$ cat src/include/pcs_pkg.sv
`default_nettype none
package pcs_pkg;
  // Register byte offsets
  localparam logic [11:0] PCS_OFF_PANEL_CFG = 12'h404;
  localparam logic [11:0] PCS_OFF_SIG = 12'h42C;
  localparam int PCS_ADDR_W = 12;
  // Panel configuration fields
  localparam int PCS_PTYPE_LSB = 16;
  localparam int PCS_PTYPE_W = 3;
  localparam logic [2:0] PCS_PTYPE_RST = 3'h0;
  localparam logic [2:0] PCS_PT_TFT = 3'h0;
  localparam logic [2:0] PCS_PT_DSTN16 = 3'h1;
  localparam logic [2:0] PCS_PT_DSTN24 = 3'h2;
  localparam logic [2:0] PCS_PT_SSTN8 = 3'h3;
  // Signature register fields
  localparam int PCS_SIG_LSB = 8;
  localparam int PCS_SIG_W = 24;
  localparam int PCS_FIDX_LSB = 2;
  localparam int PCS_FIDX_W = 6;
  localparam int PCS_FR_BIT = 1;
  localparam int PCS_EN_BIT = 0;
  localparam logic [1:0] PCS_SIG_CTRL_RST = 2'h0;
  localparam logic [23:0] PCS_SIG_RST = 24'h000000;
  localparam logic [5:0] PCS_FIDX_RST = 6'h00;
  // CRC: 1 + x^3 + x^4 + x^24, x^24 implicit
  localparam logic [23:0] PCS_CRC_POLY = 24'h000019;
  localparam logic [23:0] PCS_CRC_SEED = 24'hFFFFFF;
  // Panel bits per shift transfer, and per pixel (PCS_PIX_BITS)
  localparam logic [4:0] PCS_NARROW_BITS = 5'h08;
  localparam logic [4:0] PCS_WIDE_BITS = 5'h0C;
  localparam logic [4:0] PCS_PIX_BITS = 5'h03;
endpackage : pcs_pkg
`default_nettype wire
$ cat src/design/pcs_crc_engine.sv
`default_nettype none
module pcs_crc_engine #(
  parameter int W = 24
) (
  input wire logic pclk,
  input wire logic presetn,
  input wire logic seed_load,
  input wire logic data_valid,
  input wire logic [W-1:0] data,
  output logic [W-1:0] state_q
);

  logic [W-1:0] state_d;

  // One full word per call, oldest bit (MSB) first
  function automatic logic [W-1:0] crc_word(input logic [W-1:0] s_in,
                                            input logic [W-1:0] d);
    logic [W-1:0] s;
    logic fb;
    s = s_in;
    fb = 1'b0;
    for (int i = W - 1; i >= 0; i--) begin
      fb = s[W-1] ^ d[i];
      s = {s[W-2:0], 1'b0};
      if (fb) begin
        s = s ^ pcs_pkg::PCS_CRC_POLY;
      end
    end
    return s;
  endfunction : crc_word

  always_comb begin
    state_d = seed_load ? pcs_pkg::PCS_CRC_SEED : state_q;
    if (data_valid) begin
      state_d = crc_word(state_d, data);
    end
  end

  always_ff @(posedge pclk or negedge presetn) begin
    if (!presetn) begin
      state_q <= pcs_pkg::PCS_CRC_SEED;
    end else begin
      state_q <= state_d;
    end
  end

endmodule : pcs_crc_engine
`default_nettype wire

$ cat src/design/pcs_panel_crc.sv
// Design decision made here: the APB slave port.
`default_nettype none
module pcs_panel_crc #(
  parameter int PIX_W = 18,
  parameter int LANE_W = 12
) (
  input wire logic pclk,
  input wire logic presetn,
  input wire logic [11:0] paddr,
  input wire logic psel,
  input wire logic penable,
  input wire logic pwrite,
  input wire logic [31:0] pwdata,
  output logic pready,
  output logic [31:0] prdata,
  output logic pslverr,
  input wire logic frame_start,
  input wire logic pix_valid,
  input wire logic [PIX_W-1:0] pix_upper,
  input wire logic [PIX_W-1:0] pix_lower,
  output logic panel_shift_clock,
  output logic [LANE_W-1:0] upper_panel_data,
  output logic [LANE_W-1:0] lower_panel_data,
  output logic [5:0] frame_index
);

  localparam int WORD_W = 2 * LANE_W;
  localparam int BUF_W = 16;
  localparam int CW = pcs_pkg::PCS_PIX_BITS;

  // Register state
  logic [2:0] panel_type_q;
  logic sig_en_q;
  logic free_run_q;
  logic [23:0] sig_q;
  logic [5:0] sig_fidx_q;

  // Frame and capture state
  logic [5:0] fidx_q;
  logic frame_q;
  logic fr_sampled_q;
  logic capture_q;

  // Gather state
  logic [BUF_W-1:0] ubuf_q;
  logic [BUF_W-1:0] lbuf_q;
  logic [4:0] cnt_q;
  logic [WORD_W-1:0] word_q;
  logic shift_q;

  // Combinational helpers
  logic setup;
  logic wr_en;
  logic hit_cfg;
  logic hit_sig;
  logic [2:0] ucol;
  logic [2:0] lcol;
  logic [BUF_W-1:0] ubuf_d;
  logic [BUF_W-1:0] lbuf_d;
  logic [4:0] cnt_sum;
  logic [4:0] need;
  logic emit;
  logic [4:0] sh;
  logic [11:0] ubits;
  logic [11:0] lbits;
  logic [WORD_W-1:0] word_d;
  logic [23:0] crc_state;
  logic crc_seed;
  logic crc_valid;

  // APB decode
  assign pready = 1'b1;
  assign setup = psel & ~penable;
  assign wr_en = psel & penable & pwrite;
  assign hit_cfg = (paddr == pcs_pkg::PCS_OFF_PANEL_CFG);
  assign hit_sig = (paddr == pcs_pkg::PCS_OFF_SIG);
  // Zero-wait slave, so an unmapped access errors in its only access cycle
  assign pslverr = psel & penable & ~(hit_cfg | hit_sig);

  // Oldest N bits of the gather buffer, shifted down by sh
  function automatic logic [11:0] take_bits(input logic [BUF_W-1:0] b,
                                            input logic [4:0] s);
    logic [BUF_W-1:0] t;
    t = b >> s;
    return t[11:0];
  endfunction : take_bits

  // One panel color bit per primary for passive panels
  function automatic logic [2:0] stn_color(input logic [PIX_W-1:0] p);
    return {p[PIX_W-1], p[(2*PIX_W/3)-1], p[(PIX_W/3)-1]};
  endfunction : stn_color

  // Narrow modes use eight lanes per group; rest stays zero
  function automatic logic [WORD_W-1:0] narrow_upper(input logic [7:0] b);
    return {10'h000, b[7:4], 2'h0, b[3:0], 4'h0};
  endfunction : narrow_upper

  function automatic logic [WORD_W-1:0] narrow_lower(input logic [7:0] b);
    return {b[7:2], 2'h0, b[1:0], 14'h0000};
  endfunction : narrow_lower

  // Panel configuration register write
  always_ff @(posedge pclk or negedge presetn) begin
    if (!presetn) begin
      panel_type_q <= pcs_pkg::PCS_PTYPE_RST;
    end else if (wr_en && hit_cfg) begin
      panel_type_q <= pwdata[pcs_pkg::PCS_PTYPE_LSB +: pcs_pkg::PCS_PTYPE_W];
    end
  end

  // Signature control bits; upper fields ignore writes
  always_ff @(posedge pclk or negedge presetn) begin
    if (!presetn) begin
      sig_en_q <= pcs_pkg::PCS_SIG_CTRL_RST[pcs_pkg::PCS_EN_BIT];
      free_run_q <= pcs_pkg::PCS_SIG_CTRL_RST[pcs_pkg::PCS_FR_BIT];
    end else if (wr_en && hit_sig) begin
      sig_en_q <= pwdata[pcs_pkg::PCS_EN_BIT];
      free_run_q <= pwdata[pcs_pkg::PCS_FR_BIT];
    end
  end

  // Read data registered in setup so it stands through the access phase
  always_ff @(posedge pclk or negedge presetn) begin
    if (!presetn) begin
      prdata <= 32'h00000000;
    end else if (setup && !pwrite) begin
      if (hit_cfg) begin
        prdata <= {13'h0000, panel_type_q, 16'h0000};
      end else if (hit_sig) begin
        prdata <= {sig_q, sig_fidx_q, free_run_q, sig_en_q};
      end else begin
        prdata <= 32'h00000000;
      end
    end
  end

  // Frame index for the shading pipeline, wraps at 64
  always_ff @(posedge pclk or negedge presetn) begin
    if (!presetn) begin
      fidx_q <= pcs_pkg::PCS_FIDX_RST;
    end else if (frame_start) begin
      fidx_q <= fidx_q + 6'h01;
    end
  end

  assign frame_index = fidx_q;

  // Control sampled on the frame's first cycle, applied one cycle later
  // to line up with the registered panel word.
  always_ff @(posedge pclk or negedge presetn) begin
    if (!presetn) begin
      frame_q <= 1'b0;
      fr_sampled_q <= 1'b0;
    end else begin
      frame_q <= frame_start;
      if (frame_start) begin
        fr_sampled_q <= free_run_q & sig_en_q;
      end
    end
  end

  // Capture window: one frame per sampled free-run bit
  always_ff @(posedge pclk or negedge presetn) begin
    if (!presetn) begin
      capture_q <= 1'b0;
    end else if (!sig_en_q) begin
      capture_q <= 1'b0;
    end else if (frame_q) begin
      // Stays set while free-run holds; a clear ends it here
      capture_q <= fr_sampled_q;
    end
  end

  // Latch finished signature and its frame index at the boundary
  always_ff @(posedge pclk or negedge presetn) begin
    if (!presetn) begin
      sig_q <= pcs_pkg::PCS_SIG_RST;
      sig_fidx_q <= pcs_pkg::PCS_FIDX_RST;
    end else if (frame_q && capture_q && sig_en_q) begin
      sig_q <= crc_state;
      sig_fidx_q <= fidx_q - 6'h01;
    end
  end

  // Gathering panel bits into shift transfers
  always_comb begin
    ucol = stn_color(pix_upper);
    lcol = stn_color(pix_lower);
    ubuf_d = {ubuf_q[BUF_W-CW-1:0], ucol};
    lbuf_d = {lbuf_q[BUF_W-CW-1:0], lcol};
    cnt_sum = cnt_q + pcs_pkg::PCS_PIX_BITS;
    need = (panel_type_q == pcs_pkg::PCS_PT_DSTN24) ? pcs_pkg::PCS_WIDE_BITS :
                                                     pcs_pkg::PCS_NARROW_BITS;
    emit = 1'b0;
    sh = 5'h00;
    word_d = '0;
    if (pix_valid) begin
      if (panel_type_q == pcs_pkg::PCS_PT_TFT) begin
        emit = 1'b1;
      end else begin
        emit = (cnt_sum >= need);
        sh = cnt_sum - need;
      end
    end
    ubits = take_bits(ubuf_d, sh);
    lbits = take_bits(lbuf_d, sh);
    unique case (panel_type_q)
      pcs_pkg::PCS_PT_TFT: begin
        // One pixel per shift, two unused low pins per color
        word_d = {pix_upper[17:12], 2'h0, pix_upper[11:6], 2'h0,
                  pix_upper[5:0], 2'h0};
      end
      pcs_pkg::PCS_PT_DSTN24: begin
        word_d = {lbits, ubits};
      end
      pcs_pkg::PCS_PT_DSTN16: begin
        word_d = narrow_upper(ubits[7:0]) | narrow_lower(lbits[7:0]);
      end
      pcs_pkg::PCS_PT_SSTN8: begin
        word_d = narrow_upper(ubits[7:0]);
      end
      default: begin
        // Reserved codes leave every pin low
        word_d = '0;
      end
    endcase
  end

  // Gather buffer and bit count; a frame restarts the packing
  always_ff @(posedge pclk or negedge presetn) begin
    if (!presetn) begin
      ubuf_q <= '0;
      lbuf_q <= '0;
      cnt_q <= 5'h00;
    end else if (frame_start) begin
      ubuf_q <= '0;
      lbuf_q <= '0;
      cnt_q <= 5'h00;
    end else if (pix_valid && panel_type_q != pcs_pkg::PCS_PT_TFT) begin
      ubuf_q <= ubuf_d;
      lbuf_q <= lbuf_d;
      cnt_q <= emit ? sh : cnt_sum;
    end
  end

  // Registered panel word and shift strobe
  always_ff @(posedge pclk or negedge presetn) begin
    if (!presetn) begin
      word_q <= '0;
      shift_q <= 1'b0;
    end else begin
      shift_q <= emit & ~frame_start;
      if (emit && !frame_start) begin
        word_q <= word_d;
      end
    end
  end

  assign panel_shift_clock = shift_q;
  assign upper_panel_data = word_q[LANE_W-1:0];
  assign lower_panel_data = word_q[WORD_W-1:LANE_W];

  // Seed on each frame boundary; accumulate only while capturing.
  // The same-cycle word belongs to the new frame, after the seed.
  assign crc_seed = frame_q;
  assign crc_valid = shift_q & sig_en_q &
                     (frame_q ? fr_sampled_q : capture_q);

  pcs_crc_engine #(
    .W(24)
  ) u_crc (
    .pclk(pclk),
    .presetn(presetn),
    .seed_load(crc_seed),
    .data_valid(crc_valid),
    .data(word_q),
    .state_q(crc_state)
  );

endmodule : pcs_panel_crc
`default_nettype wire

$ cat config.mk
export PLATFORM = sky130hd
export DESIGN_NAME = pcs_panel_crc
export DESIGN_NICKNAME = d
export VERILOG_FILES = /design/src/include/pcs_pkg.sv /design/src/design/pcs_crc_engine.sv /design/src/design/pcs_panel_crc.sv
export SDC_FILE = /design/constraint.sdc
export NUM_CORES = 1
export LEC_CHECK = 0
export BUFFER_PORTS_ARGS = -buffer_cell sky130_fd_sc_hd__buf_4
export CELL_PAD_IN_SITES_DETAIL_PLACEMENT = 1
export CELL_PAD_IN_SITES_GLOBAL_PLACEMENT = 1
export CORE_MARGIN = 3
export CORE_UTILIZATION = 47
export DETAILED_ROUTE_END_ITERATION = 8
export GPL_TIMING_DRIVEN = 0
export PLACE_DENSITY_LB_ADDON = 0.1
export SLEW_MARGIN = 20
export SYNTH_ARGS = -nofsm -noshare
export SYNTH_HDL_FRONTEND = slang
export SYNTH_SLANG_ARGS = --single-unit
$ cat constraint.sdc
create_clock -name pclk -period 4.53 [get_ports pclk]
set_input_delay 0.453 -clock pclk [delete_from_list [all_inputs] [get_ports pclk]]
set_output_delay 0.453 -clock pclk [all_outputs]
set_load 0.03 [all_outputs]
==> flow_summary.yaml <==
sta:
  fmax_mhz: 230
  worstMarginPinSlew_ps: 756
  timing.hold.ws_ps: 179
  period_needed_ps: 4340
  setup_viol: 0
  slew_headroom_pct: 49.6
  timing.final.crit_share_pct: 95.8
  final.setup.worst_slack_ps: 188
  hold_viol_final: 0
  setup_tns_ps: 0
  clock_skew_ps: 13.0
  rsz0062_at_grt: "false"
  drv_slew: 0
cts:
  postCtsSetupBuffers: 0
  htree_levels: 4
  cts_sinks: 156
  clockBufferDepth: 2
  numCtsBuffers: 17
  insertion_delay_ps: 440
  tritoncts: "yes"
  root_buffer: "clkbuf_16"
  path_clk_slew_ps: 70
synthesis:
  synth_warnings: 0
  netlist_instances: 1075
  synth_top_area_share_pct: 34.1
  yosysSeqAreaShare_pct: 40.7
  synth-seq-cells: 156
  syn-cell-area_um2: 9670
  synthFlopType: "dfrtp_1"
  ys_async_sr_fraction_pct: 100
  syn-num-nets: 1168
  yosys.cell_types.count: 85
  synth_edf_count: 0
  synthTopCellsByArea: "dfrtp_1, dfstp_2, nand2_1, xnor2_1, mux2_2"
  synth_top_area_cell: "dfrtp_1"
  synth.avg_cell_area_um2: 9.00
critical_path:
  crit_path_top_delay_cell: "nor3_1"
  cp-end-kind: "register"
  critPathKind: "register to register"
  r2r-start: "cnt_q[0]"
  rrSetupSlack_ps: 190
  r2r_cells: 13
  worstPathRequired_ps: 4870
  max_stage_delay_ps: 470
  crit_fanout: 10
  crit_path_cell_trace: "clkinv_1 -> clkbuf_1 -> ha_1 -> xor2_1 -> ha_1 -> clkbuf_2 -> inv_1 -> nand2_1 -> clkbuf_1 -> nand2_1 -> nor3_1 -> nor3_1 -> o221ai_1"
  reg2reg_to: "word_q[13]"
  crit_arrival_ps: 4680
  start_kind: "register"
power_and_ir_drop:
  peakVddDrop_mv: 0.278
  p_sw_share_pct: 31.6
  intPower_uw: 2510
  clockPowerShare_pct: 38.6
  combPwrFrac_pct: 19.3
  p_switching_uw: 1160
  leakagePower_uw: 0.00500
  powerDensity_nw_per_um2: 321
  p_seq_share_pct: 42.2
finish:
  nFillCells: 2352
  diodes: 0
  nets: 1296
  final_common_cell: "nand2_1"
  area_delta_synth_final_pct: 18.1
  multiInputGateArea_um2: 5320
  seqCellArea_um2: 3930
  final_cell_mix: "nand2_1, dfrtp_1, buf_4"
  final_layout_size_suffix_gt1_share_pct: 20.2
routing:
  drt_iter0_drc: 592
  via_count: 9155
  ant_nets: 0
  route.detailed.drc: 0
  first_pass_iters: 5
  routedWlPerCell_um: 23.6
  vias_per_cell: 6.18
  wl_um: 35000
run_status:
  run_status: "complete, no violations"
placement:
  io_buffer_count: 108
  place_ws_ps: 75.7
  hpwl_um: 26000
  place_congestion: 0.945
hold_path:
  min_path_type: "input pin to register"
  hp-start: "frame_start"
  min_to: "crc_seed"
  holdPathStages: 1
die:
  die_w_um: 149
  core-area_um2: 19800
  rows: 51
  start_util_pct: 48.7
  die_height_um: 149
  fp.dieArea_um2: 22300
  ios: 152
grt:
  antenna_found_initial: 0
  grt_pass1_vias: 9527
  grtUsageTotal_pct: 31.7
  grt_max_degree: 86
  grt_pass1_wl_um: 55000
  overflow: 0
job:
  drv_cap: 0
==> worst max-delay path by stage <==
stage | startpoint | end | slack, ps | depth (start not counted)
3_3_place_gp | cnt_q[0] | word_q[6] | 130 | 13
6_report | cnt_q[0] | word_q[13] | 190 | 13
5_1_grt | cnt_q[0] | word_q[18] | 5 | 13
3_5_place_dp | cnt_q[0] | word_q[18] | 80 | 14
2_1_floorplan | cnt_q[0] | word_q[18] | 1470 | 14
4_1_cts | cnt_q[0] | word_q[18] | 10 | 14
==> worst max-delay path: cells and delay by family, from the launching register on <==
family | cells | cell delay [ps]
xor+xnor | 1 | 180
compound gates | 1 | 220
flops | 1 | 430
fa+ha+maj | 2 | 670
buf+inv | 5 | 1700
simple gates | 4 | 1030
==> sequential cells by signal, summed over array words and instances, names as in the netlist, 3 cells and up <==
name	cells
cnt_q	5
frame_index	6
lbuf_q	13
panel_type_q	3
prdata	32
sig_fidx_q	6
sig_q	24
u_crc.state_q	24
ubuf_q	13
word_q	24
==> power groups by stage <==
stage          Sequential (µW)  Combinational, µW  Clock (µW)
2_1_floorplan             1640                349           0
3_3_place_gp              1570                680           0
3_5_place_dp              1570                705           0
4_1_cts                   1550                711        1440
5_1_grt                   1550                760        1490
6_report                  1550                708        1420
==> area by class of cell <==
type	count	share of cell area, %
clock inverter	14	1.19
inverter	16	0.526
multi-input combinational	826	46.6
timing repair buffer	110	7.49
clock buffer	18	3.76
tap	265	2.90
sequential	156	34.4
buffer	76	3.13
==> stage by stage <==
step / std cells / power, µW / area, µm² / util (%)
final: 1481 / 3670 / 11400 / 57.6
after floorplan: 1075 / 1990 / 9670 / -
after global placement: 1448 / 2250 / 10800 / 54.5
after CTS: 1482 / 3690 / 11400 / 57.6
after global routing: 1481 / 3810 / 11400 / 57.6
after detailed placement: 1449 / 2280 / 10900 / 54.7
==> layer usage <==
metal | track usage [%] | vias up | share of wire (%)
met5 | 0 | - | 0
met4 | 14.4 | 0 | 4.7
met3 | 6.06 | 113 | 4.6
met2 | 56.0 | 322 | 51
met1 | 37.4 | 4632 | 39
li1 | - | 4088 | -
==> Yosys cell counts (all sizes together), types with 3 or more instances <==
library cell / instances
nand2: 165
dfrtp: 132
a21oi: 87
nor2: 74
xnor2: 64
o21ai: 53
clkbuf: 45
nand3: 45
mux2: 40
buf: 32
xor2: 27
dfstp: 24
a211oi: 22
and3: 22
nor3: 22
mux2i: 20
o211ai: 16
inv: 15
a21boi: 12
a221oi: 12
o22ai: 12
nand2b: 11
a31oi: 9
o221ai: 7
o31ai: 7
xnor3: 7
ha: 6
nor2b: 6
a22oi: 5
nand4: 5
nor4: 5
or3: 5
a21o: 4
a22o: 4
o32a: 4
a41oi: 3
and2: 3
and3b: 3
or3b: 3
==> logic make-up (layout without fill, tap and decap cells) <==
logic type	count (synthesis)	after routing	synth area share, %
adders and majority gates	6	6	0.776
DFF	156	156	40.7
buffers and inverters	93	234	4.35
AOI/OAI and AO/OA	280	280	19.0
and+or+nand+nor	379	379	18.1
muxes	61	61	6.96
xor gates and xnor gates	99	99	10.1
other	1	1	0.0388
==> repair_timing <==
action / in CTS / in global routing
hold buffers: 1 / 0
endpoints found under the hold margin: 7 / 0
endpoints found under the setup margin: 0 / 8
gates resized for setup: 0 / 2
Note: power is estimated with default switching activity, not from simulation.
